$ cat src/include/rmc_pkg.sv
// Notes on behaviour
// - Peer wrote module pins: send notice, start byte 0x02, code 0xA9, one block per pin; the code sends at most 16 blocks, later pins are dropped.
// - Only successfully updated or configured pins get a block; failed ones are skipped.
// - Peer-write notice blocks use the three-byte pin read answer layout.
// - Remote pins written by remote host: notice code 0xA6, pin read answer blocks.
// - Peer configured pins: notice 0xA8, block is 0x03, pin id, function, value.
// - Length field counts only payload bytes; two three-byte blocks give six.
// - Error state: notice 0xA2, length one, status byte; 0x01 is serial fault.
// - Receive overflow aborts transmit and receive, restarts serial logic, then reports fault.
// - Each answer code is its request code plus 0x40.
// - Control requests: reset 0x00, state query 0x01, sleep 0x02.
// - Maintenance requests: serial off 0x1B, defaults restore 0x1C, bootloader 0x1F.
// - Link requests: connect 0x06, close 0x07; scan 0x09, 0x0A, list 0x0B.
// - Data to peer uses 0x04; scan reply fill uses 0x0C.
// - Pairing requests: key reply 0x0D, erase 0x0E, paired list 0x0F.
// - Key compare reply 0x24; unpaired admit 0x2D.
// - Setting read 0x10, setting write 0x11.
// - Radio requests: layer change 0x1A, test enable 0x1D, test run 0x1E.
// - Own pin requests: setup 0x25, write 0x26, read 0x27, setup query 0x2B.
// - Peer pin requests: setup 0x28, write 0x29, read 0x2A, setup query 0x2C.
// - Setting read answers with 0x50; detected list answers with 0x4B.
// - Multi-byte fields, the frame length too, go least significant byte first.
// - Pin value: 0x00 low, 0x01 high, 0xFF failed; ratio 0x00 to 0xFE.
// - First byte of each pin block counts the bytes that follow in it.
package rmc_pkg;

	// ------------------------------------------------------------
	// Timing
	// ------------------------------------------------------------
	localparam int unsigned CLK_HZ      = 200_000_000;
	localparam int unsigned SERIAL_BAUD = 2_000_000;
	localparam int unsigned BIT_CYC     = CLK_HZ / SERIAL_BAUD;
	localparam logic [10:0] BIT_CNT_MAX = 11'(BIT_CYC - 1);
	localparam logic [10:0] HALF_CNT    = 11'(BIT_CYC / 2);

	// ------------------------------------------------------------
	// Frame layout
	// ------------------------------------------------------------
	localparam logic [7:0]  START_BYTE   = 8'h02;
	localparam logic [7:0]  ANSWER_FLAG  = 8'h40;
	localparam logic [15:0] FAULT_LEN    = 16'h0001;
	localparam logic [7:0]  STATUS_SERIAL_FAULT = 8'h01;
	localparam logic [7:0]  PIN_RD_BLK_LEN  = 8'h02;
	localparam logic [7:0]  PIN_CFG_BLK_LEN = 8'h03;
	localparam logic [7:0]  PIN_VAL_LOW  = 8'h00;
	localparam logic [7:0]  PIN_VAL_HIGH = 8'h01;
	localparam logic [7:0]  PIN_VAL_FAIL = 8'hff;
	localparam logic [7:0]  PIN_RATIO_FULL = 8'hfe;

	// ------------------------------------------------------------
	// Notice codes
	// ------------------------------------------------------------
	localparam logic [7:0] FAULT_NOTICE                = 8'ha2;
	localparam logic [7:0] REMOTE_HOST_PIN_WRITE_NOTICE = 8'ha6;
	localparam logic [7:0] PEER_PIN_CONFIG_NOTICE      = 8'ha8;
	localparam logic [7:0] PEER_PIN_WRITE_NOTICE       = 8'ha9;

	// Pin notice kinds on the firmware port
	localparam logic [1:0] PK_PEER_WRITE = 2'h0;
	localparam logic [1:0] PK_HOST_WRITE = 2'h1;
	localparam logic [1:0] PK_PEER_CFG   = 2'h2;

	// ------------------------------------------------------------
	// Request codes
	// ------------------------------------------------------------
	localparam logic [7:0] RESET_REQUEST            = 8'h00;
	localparam logic [7:0] STATE_QUERY_REQUEST      = 8'h01;
	localparam logic [7:0] SLEEP_REQUEST            = 8'h02;
	localparam logic [7:0] DATA_SEND_REQUEST        = 8'h04;
	localparam logic [7:0] CONNECT_REQUEST          = 8'h06;
	localparam logic [7:0] LINK_CLOSE_REQUEST       = 8'h07;
	localparam logic [7:0] SCAN_BEGIN_REQUEST       = 8'h09;
	localparam logic [7:0] SCAN_END_REQUEST         = 8'h0a;
	localparam logic [7:0] DETECTED_LIST_REQUEST    = 8'h0b;
	localparam logic [7:0] SCAN_REPLY_FILL_REQUEST  = 8'h0c;
	localparam logic [7:0] PAIRING_KEY_REPLY        = 8'h0d;
	localparam logic [7:0] PAIRING_ERASE_REQUEST    = 8'h0e;
	localparam logic [7:0] PAIRED_LIST_REQUEST      = 8'h0f;
	localparam logic [7:0] SETTING_READ_REQUEST     = 8'h10;
	localparam logic [7:0] SETTING_WRITE_REQUEST    = 8'h11;
	localparam logic [7:0] RADIO_LAYER_CHANGE_REQUEST = 8'h1a;
	localparam logic [7:0] SERIAL_OFF_REQUEST       = 8'h1b;
	localparam logic [7:0] DEFAULTS_RESTORE_REQUEST = 8'h1c;
	localparam logic [7:0] RADIO_TEST_ENABLE_REQUEST = 8'h1d;
	localparam logic [7:0] RADIO_TEST_RUN_REQUEST   = 8'h1e;
	localparam logic [7:0] BOOTLOADER_REQUEST       = 8'h1f;
	localparam logic [7:0] KEY_COMPARE_REPLY        = 8'h24;
	localparam logic [7:0] OWN_PIN_SETUP_REQUEST    = 8'h25;
	localparam logic [7:0] OWN_PIN_WRITE_REQUEST    = 8'h26;
	localparam logic [7:0] OWN_PIN_READ_REQUEST     = 8'h27;
	localparam logic [7:0] PEER_PIN_SETUP_REQUEST   = 8'h28;
	localparam logic [7:0] PEER_PIN_WRITE_REQUEST   = 8'h29;
	localparam logic [7:0] PEER_PIN_READ_REQUEST    = 8'h2a;
	localparam logic [7:0] OWN_PIN_SETUP_QUERY      = 8'h2b;
	localparam logic [7:0] PEER_PIN_SETUP_QUERY     = 8'h2c;
	localparam logic [7:0] UNPAIRED_ADMIT_REQUEST   = 8'h2d;

	// ------------------------------------------------------------
	// Buffering
	// ------------------------------------------------------------
	localparam int unsigned RX_FIFO_WIDTH = 8;
	localparam int unsigned RX_FIFO_DEPTH = 32;
	localparam int unsigned PIN_SLOTS     = 16;
	localparam logic [4:0]  PIN_SLOTS_CNT = 5'h10;

	typedef enum logic [2:0] {
		RMC_P_HUNT = 3'b000,
		RMC_P_CMD  = 3'b001,
		RMC_P_LENL = 3'b010,
		RMC_P_LENH = 3'b011,
		RMC_P_PAY  = 3'b100,
		RMC_P_CHK  = 3'b101
	} rmc_parse_e;

	typedef enum logic [2:0] {
		RMC_T_IDLE = 3'b000,
		RMC_T_CMD  = 3'b001,
		RMC_T_LENL = 3'b010,
		RMC_T_LENH = 3'b011,
		RMC_T_PAY  = 3'b100,
		RMC_T_CHK  = 3'b101
	} rmc_tx_e;

	typedef enum logic [1:0] {
		RMC_SRC_FAULT = 2'b00,
		RMC_SRC_ANS   = 2'b01,
		RMC_SRC_PIN   = 2'b10
	} rmc_src_e;

	function automatic logic rmc_is_request(input logic [7:0] c);
		case (c)
			RESET_REQUEST, STATE_QUERY_REQUEST, SLEEP_REQUEST,
			SERIAL_OFF_REQUEST, DEFAULTS_RESTORE_REQUEST, BOOTLOADER_REQUEST,
			CONNECT_REQUEST, LINK_CLOSE_REQUEST, SCAN_BEGIN_REQUEST, SCAN_END_REQUEST,
			DETECTED_LIST_REQUEST, DATA_SEND_REQUEST, SCAN_REPLY_FILL_REQUEST,
			PAIRING_KEY_REPLY, PAIRING_ERASE_REQUEST, PAIRED_LIST_REQUEST,
			KEY_COMPARE_REPLY, UNPAIRED_ADMIT_REQUEST,
			SETTING_READ_REQUEST, SETTING_WRITE_REQUEST,
			RADIO_LAYER_CHANGE_REQUEST, RADIO_TEST_ENABLE_REQUEST, RADIO_TEST_RUN_REQUEST,
			OWN_PIN_SETUP_REQUEST, OWN_PIN_WRITE_REQUEST, OWN_PIN_READ_REQUEST, OWN_PIN_SETUP_QUERY,
			PEER_PIN_SETUP_REQUEST, PEER_PIN_WRITE_REQUEST, PEER_PIN_READ_REQUEST,
			PEER_PIN_SETUP_QUERY: rmc_is_request = 1'b1;
			default: rmc_is_request = 1'b0;
		endcase
	endfunction

	function automatic logic [7:0] rmc_notice_code(input logic [1:0] kind);
		case (kind)
			PK_HOST_WRITE: rmc_notice_code = REMOTE_HOST_PIN_WRITE_NOTICE;
			PK_PEER_CFG:   rmc_notice_code = PEER_PIN_CONFIG_NOTICE;
			default:       rmc_notice_code = PEER_PIN_WRITE_NOTICE;
		endcase
	endfunction

endpackage

$ cat src/verilog/rmc_fifo.sv
`timescale 1ns/100ps
`default_nettype none
module rmc_fifo
	import rmc_pkg::*;
#(
	parameter int unsigned WIDTH = 8,
	parameter int unsigned DEPTH = 32
) (
	input  wire logic             mclk,
	input  wire logic             reset_n,
	input  wire logic             flush,
	input  wire logic             in_valid,
	output logic                  in_ready,
	input  wire logic [WIDTH-1:0] in_data,
	output logic                  out_valid,
	input  wire logic             out_ready,
	output logic      [WIDTH-1:0] out_data
);
	localparam int unsigned AW = $clog2(DEPTH);

	logic [WIDTH-1:0] mem [DEPTH];
	logic [AW:0]      wr_ptr_r;
	logic [AW:0]      rd_ptr_r;
	logic             push;
	logic             pop;

	// Extra pointer bit tells full from empty
	assign in_ready  = (wr_ptr_r[AW-1:0] != rd_ptr_r[AW-1:0]) || (wr_ptr_r[AW] == rd_ptr_r[AW]);
	assign out_valid = (wr_ptr_r != rd_ptr_r);
	assign out_data  = mem[rd_ptr_r[AW-1:0]];
	assign push      = in_valid && in_ready;
	assign pop       = out_valid && out_ready;

	always_ff @(posedge mclk) begin
		if (push) begin
			mem[wr_ptr_r[AW-1:0]] <= in_data;
		end
	end

	always_ff @(posedge mclk) begin
		if (!reset_n || flush) begin
			wr_ptr_r <= '0;
			rd_ptr_r <= '0;
		end else begin
			if (push) begin
				wr_ptr_r <= wr_ptr_r + 1'b1;
			end
			if (pop) begin
				rd_ptr_r <= rd_ptr_r + 1'b1;
			end
		end
	end

endmodule
`default_nettype wire

$ cat src/verilog/rmc_codec.sv
`timescale 1ns/100ps
`default_nettype none
module rmc_codec
	import rmc_pkg::*;
(
	input  wire logic        mclk,
	input  wire logic        reset_n,
	input  wire logic        uart_rxd,
	output logic             uart_txd,
	output logic             rq_hdr,
	output logic [7:0]       rq_cmd,
	output logic [15:0]      rq_len,
	output logic             rq_known,
	output logic             rq_data_valid,
	output logic [7:0]       rq_data,
	input  wire logic        rq_data_ready,
	output logic             rq_done,
	output logic             rq_good,
	input  wire logic        ans_start,
	input  wire logic [7:0]  ans_req,
	input  wire logic [15:0] ans_len,
	output logic             ans_busy,
	input  wire logic        ans_byte_valid,
	input  wire logic [7:0]  ans_byte,
	output logic             ans_byte_ready,
	input  wire logic        pin_valid,
	output logic             pin_ready,
	input  wire logic [1:0]  pin_kind,
	input  wire logic [7:0]  pin_id,
	input  wire logic [7:0]  pin_func,
	input  wire logic [7:0]  pin_value,
	input  wire logic        pin_ok,
	input  wire logic        pin_last,
	output logic             serial_fault
);

	// ------------------------------------------------------------
	// Serial receive
	// ------------------------------------------------------------
	logic        rxd_s1_r;
	logic        rxd_s2_r;
	logic        rx_act_r;
	logic [10:0] rx_div_r;
	logic [3:0]  rx_bit_r;
	logic [7:0]  rx_sh_r;
	logic        rx_done_r;
	logic        restart_r;
	logic        fifo_in_ready;
	logic        fifo_out_valid;
	logic        fifo_out_ready;
	logic [7:0]  fifo_out_data;
	logic        overflow;

	always_ff @(posedge mclk) begin
		if (!reset_n) begin
			rxd_s1_r <= 1'b1;
			rxd_s2_r <= 1'b1;
		end else begin
			rxd_s1_r <= uart_rxd;
			rxd_s2_r <= rxd_s1_r;
		end
	end

	// Start bit is checked again at mid-bit so a glitch is not taken as a byte
	always_ff @(posedge mclk) begin
		if (!reset_n || restart_r) begin
			rx_act_r  <= 1'b0;
			rx_div_r  <= '0;
			rx_bit_r  <= '0;
			rx_sh_r   <= '0;
			rx_done_r <= 1'b0;
		end else begin
			rx_done_r <= 1'b0;
			if (!rx_act_r) begin
				if (!rxd_s2_r) begin
					rx_act_r <= 1'b1;
					rx_div_r <= HALF_CNT;
					rx_bit_r <= '0;
				end
			end else if (rx_div_r != '0) begin
				rx_div_r <= rx_div_r - 1'b1;
			end else begin
				rx_div_r <= BIT_CNT_MAX;
				rx_bit_r <= rx_bit_r + 1'b1;
				if (rx_bit_r == 4'h0) begin
					rx_act_r <= !rxd_s2_r;
				end else if (rx_bit_r == 4'h9) begin
					rx_act_r  <= 1'b0;
					rx_done_r <= rxd_s2_r;
				end else begin
					rx_sh_r <= {rxd_s2_r, rx_sh_r[7:1]};
				end
			end
		end
	end

	// The serial link cannot be stalled, so a full buffer is an overrun
	assign overflow = rx_done_r && !fifo_in_ready;

	always_ff @(posedge mclk) begin
		if (!reset_n) begin
			restart_r    <= 1'b0;
			serial_fault <= 1'b0;
		end else begin
			restart_r    <= overflow;
			serial_fault <= overflow;
		end
	end

	rmc_fifo #(
		.WIDTH (RX_FIFO_WIDTH),
		.DEPTH (RX_FIFO_DEPTH)
	) u_rx_fifo (
		.mclk      (mclk),
		.reset_n   (reset_n),
		.flush     (restart_r),
		.in_valid  (rx_done_r),
		.in_ready  (fifo_in_ready),
		.in_data   (rx_sh_r),
		.out_valid (fifo_out_valid),
		.out_ready (fifo_out_ready),
		.out_data  (fifo_out_data)
	);

	// ------------------------------------------------------------
	// Request parser
	// ------------------------------------------------------------
	rmc_parse_e  pst_r;
	logic [7:0]  p_sum_r;
	logic [7:0]  p_lenl_r;
	logic [15:0] p_cnt_r;
	logic        p_take;

	// A held payload byte stalls the parser; the buffer absorbs the wait
	assign fifo_out_ready = !restart_r && ((pst_r != RMC_P_PAY) || !rq_data_valid);
	assign p_take         = fifo_out_valid && fifo_out_ready;

	always_ff @(posedge mclk) begin
		if (!reset_n || restart_r) begin
			pst_r         <= RMC_P_HUNT;
			p_sum_r       <= '0;
			p_lenl_r      <= '0;
			p_cnt_r       <= '0;
			rq_hdr        <= 1'b0;
			rq_cmd        <= '0;
			rq_len        <= '0;
			rq_known      <= 1'b0;
			rq_data_valid <= 1'b0;
			rq_data       <= '0;
			rq_done       <= 1'b0;
			rq_good       <= 1'b0;
		end else begin
			rq_hdr  <= 1'b0;
			rq_done <= 1'b0;
			if (rq_data_valid && rq_data_ready) begin
				rq_data_valid <= 1'b0;
			end
			if (p_take) begin
				p_sum_r <= p_sum_r ^ fifo_out_data;
				case (pst_r)
					RMC_P_HUNT: begin
						p_sum_r <= START_BYTE;
						if (fifo_out_data == START_BYTE) begin
							pst_r <= RMC_P_CMD;
						end
					end
					RMC_P_CMD: begin
						rq_cmd   <= fifo_out_data;
						rq_known <= rmc_is_request(fifo_out_data);
						pst_r    <= RMC_P_LENL;
					end
					RMC_P_LENL: begin
						p_lenl_r <= fifo_out_data;
						pst_r    <= RMC_P_LENH;
					end
					RMC_P_LENH: begin
						rq_len  <= {fifo_out_data, p_lenl_r};
						p_cnt_r <= {fifo_out_data, p_lenl_r};
						rq_hdr  <= 1'b1;
						pst_r   <= ({fifo_out_data, p_lenl_r} == 16'h0000) ? RMC_P_CHK : RMC_P_PAY;
					end
					RMC_P_PAY: begin
						rq_data_valid <= 1'b1;
						rq_data       <= fifo_out_data;
						p_cnt_r       <= p_cnt_r - 1'b1;
						if (p_cnt_r == 16'h0001) begin
							pst_r <= RMC_P_CHK;
						end
					end
					RMC_P_CHK: begin
						rq_done <= 1'b1;
						rq_good <= (fifo_out_data == p_sum_r);
						pst_r   <= RMC_P_HUNT;
					end
					default: pst_r <= RMC_P_HUNT;
				endcase
			end
		end
	end

	// ------------------------------------------------------------
	// Pin notice collection
	// ------------------------------------------------------------
	logic [7:0] pin_id_m  [PIN_SLOTS];
	logic [7:0] pin_fn_m  [PIN_SLOTS];
	logic [7:0] pin_val_m [PIN_SLOTS];
	logic [4:0] pin_cnt_r;
	logic [1:0] pin_kind_r;
	logic       pin_pend_r;
	logic       pin_acc;
	logic       pin_store;
	logic       pin_sent;

	assign pin_acc   = pin_valid && pin_ready;
	assign pin_store = pin_acc && pin_ok && (pin_cnt_r != PIN_SLOTS_CNT);

	always_ff @(posedge mclk) begin
		if (pin_store) begin
			pin_id_m[pin_cnt_r[3:0]]  <= pin_id;
			pin_fn_m[pin_cnt_r[3:0]]  <= pin_func;
			pin_val_m[pin_cnt_r[3:0]] <= pin_value;
		end
	end

	// Notice with no successful pin is dropped instead of sent empty
	always_ff @(posedge mclk) begin
		if (!reset_n || restart_r || pin_sent) begin
			pin_cnt_r  <= '0;
			pin_pend_r <= 1'b0;
			pin_ready  <= 1'b1;
			if (!reset_n) begin
				pin_kind_r <= PK_PEER_WRITE;
			end
		end else if (pin_acc) begin
			pin_kind_r <= pin_kind;
			if (pin_last) begin
				if (pin_store || (pin_cnt_r != '0)) begin
					pin_pend_r <= 1'b1;
					pin_ready  <= 1'b0;
					pin_cnt_r  <= pin_cnt_r + {4'h0, pin_store};
				end else begin
					pin_cnt_r <= '0;
				end
			end else begin
				pin_cnt_r <= pin_cnt_r + {4'h0, pin_store};
			end
		end
	end

	// ------------------------------------------------------------
	// Answer and fault requests
	// ------------------------------------------------------------
	logic        fault_pend_r;
	logic        ans_pend_r;
	logic [7:0]  ans_req_r;
	logic [15:0] ans_len_r;
	logic        tx_go;
	logic        fault_take;
	logic        ans_take;
	logic        ans_sent;
	rmc_tx_e     tst_r;
	rmc_src_e    src_r;

	assign fault_take = tx_go && (tst_r == RMC_T_IDLE) && fault_pend_r;
	assign ans_take   = tx_go && (tst_r == RMC_T_IDLE) && !fault_pend_r && ans_pend_r;
	assign ans_sent   = tx_go && (tst_r == RMC_T_CHK) && (src_r == RMC_SRC_ANS);
	assign pin_sent   = tx_go && (tst_r == RMC_T_CHK) && (src_r == RMC_SRC_PIN);

	// New overrun wins over the clearing take in the same cycle
	always_ff @(posedge mclk) begin
		if (!reset_n) begin
			fault_pend_r <= 1'b0;
		end else if (overflow) begin
			fault_pend_r <= 1'b1;
		end else if (fault_take) begin
			fault_pend_r <= 1'b0;
		end
	end

	// Start while busy is ignored; an overrun abandons the answer
	always_ff @(posedge mclk) begin
		if (!reset_n || restart_r) begin
			ans_pend_r <= 1'b0;
			ans_busy   <= 1'b0;
			if (!reset_n) begin
				ans_req_r <= '0;
				ans_len_r <= '0;
			end
		end else if (ans_start && !ans_busy) begin
			ans_pend_r <= 1'b1;
			ans_busy   <= 1'b1;
			ans_req_r  <= ans_req;
			ans_len_r  <= ans_len;
		end else begin
			if (ans_take) begin
				ans_pend_r <= 1'b0;
			end
			if (ans_sent) begin
				ans_busy <= 1'b0;
			end
		end
	end

	// ------------------------------------------------------------
	// Frame transmitter
	// ------------------------------------------------------------
	logic [7:0]  t_cmd_r;
	logic [15:0] t_len_r;
	logic [15:0] t_cnt_r;
	logic [7:0]  t_sum_r;
	logic [3:0]  pb_idx_r;
	logic [1:0]  pb_pos_r;
	logic        ser_busy_r;
	logic [7:0]  tx_byte;
	logic [7:0]  pin_byte;
	logic        pin_cfg;
	logic [15:0] pin_n16;

	assign pin_cfg = (pin_kind_r == PK_PEER_CFG);
	assign pin_n16 = {11'h000, pin_cnt_r};

	always_comb begin
		case (pb_pos_r)
			2'h0: pin_byte = pin_cfg ? PIN_CFG_BLK_LEN : PIN_RD_BLK_LEN;
			2'h1: pin_byte = pin_id_m[pb_idx_r];
			2'h2: pin_byte = pin_cfg ? pin_fn_m[pb_idx_r] : pin_val_m[pb_idx_r];
			default: pin_byte = pin_val_m[pb_idx_r];
		endcase
	end

	always_comb begin
		tx_byte = 8'h00;
		tx_go   = 1'b0;
		case (tst_r)
			RMC_T_IDLE: begin
				tx_byte = START_BYTE;
				tx_go   = fault_pend_r || ans_pend_r || pin_pend_r;
			end
			RMC_T_CMD: begin
				tx_byte = t_cmd_r;
				tx_go   = 1'b1;
			end
			RMC_T_LENL: begin
				tx_byte = t_len_r[7:0];
				tx_go   = 1'b1;
			end
			RMC_T_LENH: begin
				tx_byte = t_len_r[15:8];
				tx_go   = 1'b1;
			end
			RMC_T_PAY: begin
				case (src_r)
					RMC_SRC_FAULT: tx_byte = STATUS_SERIAL_FAULT;
					RMC_SRC_PIN:   tx_byte = pin_byte;
					default:       tx_byte = ans_byte;
				endcase
				tx_go = (src_r != RMC_SRC_ANS) || (ans_byte_valid && ans_byte_ready);
			end
			RMC_T_CHK: begin
				tx_byte = t_sum_r;
				tx_go   = 1'b1;
			end
			default: tx_go = 1'b0;
		endcase
		tx_go = tx_go && !ser_busy_r && !restart_r;
	end

	always_ff @(posedge mclk) begin
		if (!reset_n || restart_r) begin
			tst_r          <= RMC_T_IDLE;
			src_r          <= RMC_SRC_FAULT;
			t_cmd_r        <= '0;
			t_len_r        <= '0;
			t_cnt_r        <= '0;
			t_sum_r        <= '0;
			pb_idx_r       <= '0;
			pb_pos_r       <= '0;
			ans_byte_ready <= 1'b0;
		end else begin
			ans_byte_ready <= (tst_r == RMC_T_PAY) && (src_r == RMC_SRC_ANS) && !ser_busy_r && !tx_go;
			if (tx_go) begin
				t_sum_r <= t_sum_r ^ tx_byte;
				case (tst_r)
					RMC_T_IDLE: begin
						t_sum_r  <= START_BYTE;
						pb_idx_r <= '0;
						pb_pos_r <= '0;
						tst_r    <= RMC_T_CMD;
						if (fault_pend_r) begin
							src_r   <= RMC_SRC_FAULT;
							t_cmd_r <= FAULT_NOTICE;
							t_len_r <= FAULT_LEN;
						end else if (ans_pend_r) begin
							src_r   <= RMC_SRC_ANS;
							t_cmd_r <= ans_req_r | ANSWER_FLAG;
							t_len_r <= ans_len_r;
						end else begin
							src_r   <= RMC_SRC_PIN;
							t_cmd_r <= rmc_notice_code(pin_kind_r);
							t_len_r <= pin_cfg ? (pin_n16 << 2) : ((pin_n16 << 1) + pin_n16);
						end
					end
					RMC_T_CMD:  tst_r <= RMC_T_LENL;
					RMC_T_LENL: tst_r <= RMC_T_LENH;
					RMC_T_LENH: begin
						t_cnt_r <= t_len_r;
						tst_r   <= (t_len_r == 16'h0000) ? RMC_T_CHK : RMC_T_PAY;
					end
					RMC_T_PAY: begin
						t_cnt_r <= t_cnt_r - 1'b1;
						if (pb_pos_r == (pin_cfg ? 2'h3 : 2'h2)) begin
							pb_pos_r <= '0;
							pb_idx_r <= pb_idx_r + 1'b1;
						end else begin
							pb_pos_r <= pb_pos_r + 1'b1;
						end
						if (t_cnt_r == 16'h0001) begin
							tst_r <= RMC_T_CHK;
						end
					end
					default: tst_r <= RMC_T_IDLE;
				endcase
			end
		end
	end

	// ------------------------------------------------------------
	// Serial transmit, 8N1
	// ------------------------------------------------------------
	logic [10:0] ser_div_r;
	logic [3:0]  ser_cnt_r;
	logic [8:0]  ser_sh_r;

	// An abort drops the line high mid-byte; the host resyncs on the start byte
	always_ff @(posedge mclk) begin
		if (!reset_n || restart_r) begin
			ser_busy_r <= 1'b0;
			ser_div_r  <= '0;
			ser_cnt_r  <= '0;
			ser_sh_r   <= '1;
			uart_txd   <= 1'b1;
		end else if (tx_go) begin
			ser_busy_r <= 1'b1;
			ser_div_r  <= BIT_CNT_MAX;
			ser_cnt_r  <= '0;
			ser_sh_r   <= {1'b1, tx_byte};
			uart_txd   <= 1'b0;
		end else if (ser_busy_r) begin
			if (ser_div_r != '0) begin
				ser_div_r <= ser_div_r - 1'b1;
			end else begin
				ser_div_r <= BIT_CNT_MAX;
				if (ser_cnt_r == 4'h9) begin
					ser_busy_r <= 1'b0;
				end else begin
					uart_txd  <= ser_sh_r[0];
					ser_sh_r  <= {1'b1, ser_sh_r[8:1]};
					ser_cnt_r <= ser_cnt_r + 1'b1;
				end
			end
		end
	end

endmodule
`default_nettype wire

$ cat config.mk
export PLATFORM = sky130hd
export DESIGN_NAME = rmc_codec
export DESIGN_NICKNAME = d
export VERILOG_FILES = /design/src/include/rmc_pkg.sv /design/src/verilog/rmc_fifo.sv /design/src/verilog/rmc_codec.sv
export SDC_FILE = /design/constraint.sdc
export NUM_CORES = 1
export LEC_CHECK = 0
export CAP_MARGIN = 20
export CORE_ASPECT_RATIO = 0.7
export CORE_MARGIN = 5
export CORE_UTILIZATION = 40
export DETAILED_ROUTE_END_ITERATION = 6
export DONT_BUFFER_PORTS = 1
export PLACE_DENSITY = 0.61
export RECOVER_POWER = 50
export SLEW_MARGIN = 20
export SYNTH_ARGS = -nofsm -noshare
export SYNTH_HDL_FRONTEND = slang
export SYNTH_HIERARCHICAL = 1
export SYNTH_SLANG_ARGS = --single-unit
$ cat constraint.sdc
create_clock -name mclk -period 4.95 [get_ports mclk]
set_input_delay 0.7425 -clock mclk [delete_from_list [all_inputs] [get_ports mclk]]
set_output_delay 0.7425 -clock mclk [all_outputs]
set_load 0.03 [all_outputs]
==> results.md <==
* Final min period at ~4.0 ns
* HP Class: primary input to flop
* # hold bufs at CTS at 0
* Syn nets at between 2000 and 3000
* RSZ-0062 raised after global routing: no
* Vias in the first global route at around 21000
* Pin count of the biggest net entering global routing at 70
* Vias/cell at about 5.8
* NetSw at 0.00373 W
* Starting DRC count in detailed routing at around 2200
* Final Wtd Congestion at about 0.86
* DRC violations left at 0
* Place WS at between 0.9 and 1 ns
* Nets at around 2600
* Max-cap violations at 2
* Clock buffers created by TritonCTS at between 80 and 90
* Yosys Warn Count at 6
* IO buf count at 0
* CTS tree: done
* WS Path Type: flop to flop
* Most frequent cells in the layout: 665 x edfxtp_1, 209 x dfxtp_1, 192 x nor2_1
* Combinational Power Share at 0.079
* Core box area at between 90000 and 100000 um^2
* Fin. Hold Viols at 0
* Die width at 371 um
* Worst hold slack at between 0.15 and 0.2 ns
* Post-Syn Area at 36500 um^2
* First-pass GRT wire length at about 130 mm
* Crit path DAT at ~4.5 ns
* Clk sinks at 880
* WL final at 88.4 mm
* Startpoint types: flop
* Post-DRT Antenna Nets at 0
* Synthesized flop and latch total at 880
* Clk pwr share at 0.403
* Total gr overflow at 0
* Crit. End Element: flop
* Min setup slack post-route at about 0.94 ns
* Die height at ~260 um
* Initial antenna violation count at 6
* Slew HR at -1.20
* Final Setup Violations at 0
* Status: finished, violations left
* Static leakage at 13.0 nW
* Slew Viols, Final at 42
* Max FO, Critical Path at 17
* Later-pin clock latency in the skew report at between 0.6 and 0.7 ns
* WL/cell at 23.6 um
* Most common cell after layout, fill and taps aside: edfxtp_1
* Longest Clk Path Bufs at 3
* CTS clk-pin slew, worst paths at 0.07 ns
* Failing checks: max-capacitance violations, max-slew violations
* Int Power at 0.0122 W
* FFs w/ async S/R, synth at 0
* F_max at 0.249 GHz
* Vias at 21600
* Total iterations of the first detailed-routing run at 5
* Post-synth top area cell: edfxtp_1
* Final setup skew at about 0.026 ns
* CTS resizes at 0
* Worst EP required at about 5.5 ns
* Most used DFF post-synth: edfxtp_1
* Final setup TNS at 0 ns
* Post-synthesis sequential area ratio at 0.666
* Rows at 92
* Post-synth top area share at 0.548
* EDFF count, synth at 665
* GRT Total Usage at 0.178
* Number of setup buffers added after CTS at 0
* Starting Density at 0.404
* Peak VDD IR at between 0.2 and 0.25 mV
* Avg Cell Area, Syn at 14.9 um^2
* Power per cell area at ~390 nW/um^2
* H-tree depth at 3
* Detailed placement HPWL at roughly 56 mm
* Net Sw Frac at 0.235
* Sequential share of power at 0.518
* Die Area at a little under 100000 um^2
* Worst-Margin Slew at roughly 3.3 ns
* Share of cells above drive strength 1 at 0.154
* Clock root cell: clkbuf_16
* Area contributors post-synth: edfxtp_1 55%, dfxtp_1 12%, mux4_2 10%, nor2_1 2.0%, mux2i_1 1.9%
* Netlist cell types at a little under 90
* Final worst path period share at 0.810
* I/O pin total at between 100 and 150
* Synthesized instance count at 2448
* Layout area overhead at 11.2%
-- synth_stat cells, types with 8 or more instances --
library cell and number:
a211oi_1 16, a21o_1 10, a21oi_1 127, a221oi_1 9, a22o_1 18, a22oi_1 38
a31oi_1 17, and2_1 33, and3_1 24, buf_1 12, buf_2 16, buf_4 12
clkbuf_1 93, dfxtp_1 215, edfxtp_1 665, ha_1 37, inv_1 40, mux2_2 19
mux2i_1 68, mux4_2 170, nand2_1 155, nand2b_1 31, nand3_1 34, nand3b_1 10
nand4_1 15, nor2_1 192, nor2b_1 15, nor3_1 46, nor4_1 16, o211ai_1 15
o21ai_0 76, o31ai_1 8, or3_1 19, or4_1 10, xnor2_1 19, xor2_1 21
-- metal layers --
layer / vias up / track usage / share of wire / wire (um)
met4: 0 / 0.0420 / 0.019 / 1640
met5: - / 0 / 0 / 0
met1: 11100 / 0.259 / 0.44 / 38900
li1: 9545 / - / - / -
met2: 859 / 0.274 / 0.46 / 40600
met3: 114 / 0.0411 / 0.082 / 7240
-- layout make-up --
type | count | area [um^2]
Fill cell | 7903 | 49700
Sequential cell | 880 | 24300
Multi-Input combinational cell | 1387 | 11400
Clock buffer | 101 | 2160
Tap cell | 1222 | 1530
Clock inverter | 47 | 524
Timing Repair Buffer | 54 | 465
Inverter | 42 | 158
Antenna cell | 6 | 15.0
-- critical path, cell delays in order, from the launching register on --
cell and delay, ns:
dfxtp_4 0.57, buf_12 0.24, mux4_2 0.56, mux4_2 0.49, mux2_2 0.44, or4_1 0.51
nor4_1 0.31, nand2_1 0.09, a221oi_1 0.36, mux2i_1 0.23, nor2_1 0.06
-- registers in the layout (all words and copies together) (netlist names), 11 cells and up, named ones only --
name and flops:
pin_val_m 128, t_len_r 16, ans_len_r 16, pin_id_m 128, p_cnt_r 16, u_rx_fifo/mem 256
t_cnt_r 16, pin_fn_m 128, rx_div_r 11, ser_div_r 11, rq_len 16
-- power by group through the flow --
stage	clock network (W)	logic (W)	registers [W]
floorplan	0	0.000963	0.00830
global placement	0	0.00119	0.00839
detailed placement	0	0.00124	0.00840
CTS	0.00656	0.00124	0.00824
global route	0.00686	0.00137	0.00826
finish	0.00641	0.00126	0.00825
-- through the flow --
step	instance area, um^2	instances	power, W	utilization
floorplan	36500	2448	0.00927	-
global placement	37900	3585	0.00957	0.420
detailed placement	37900	3585	0.00964	0.420
CTS	40600	3733	0.0160	0.450
global route	40600	3737	0.0165	0.449
finish	40600	3739	0.0159	0.450
-- kinds of logic after synthesis --
family          synth area share
flops                      0.666
simple gates              0.0872
compound gates            0.0733
mux                        0.130
buf+inv                   0.0215
xor+xnor                 0.00961
fa+ha+maj                 0.0132
-- final timing paths --
| kind | start | to | slack (ns) | cells after the start |
|---|---|---|---|---|
| setup / recovery | flop | pst_r[0]$_SDFFE_PP0P_ | 0.94 | 10 |
| hold / removal | reset_n | rxd_s2_r$_SDFF_PN1_ | 0.17 | 1 |
| setup reg to reg | flop | pst_r[0]$_SDFFE_PP0P_ | 0.94 | 10 |
| hold reg to reg | rxd_s1_r$_SDFF_PN1_ | rxd_s2_r$_SDFF_PN1_ | 0.41 | 1 |
Power figures use the tool's default switching activity.
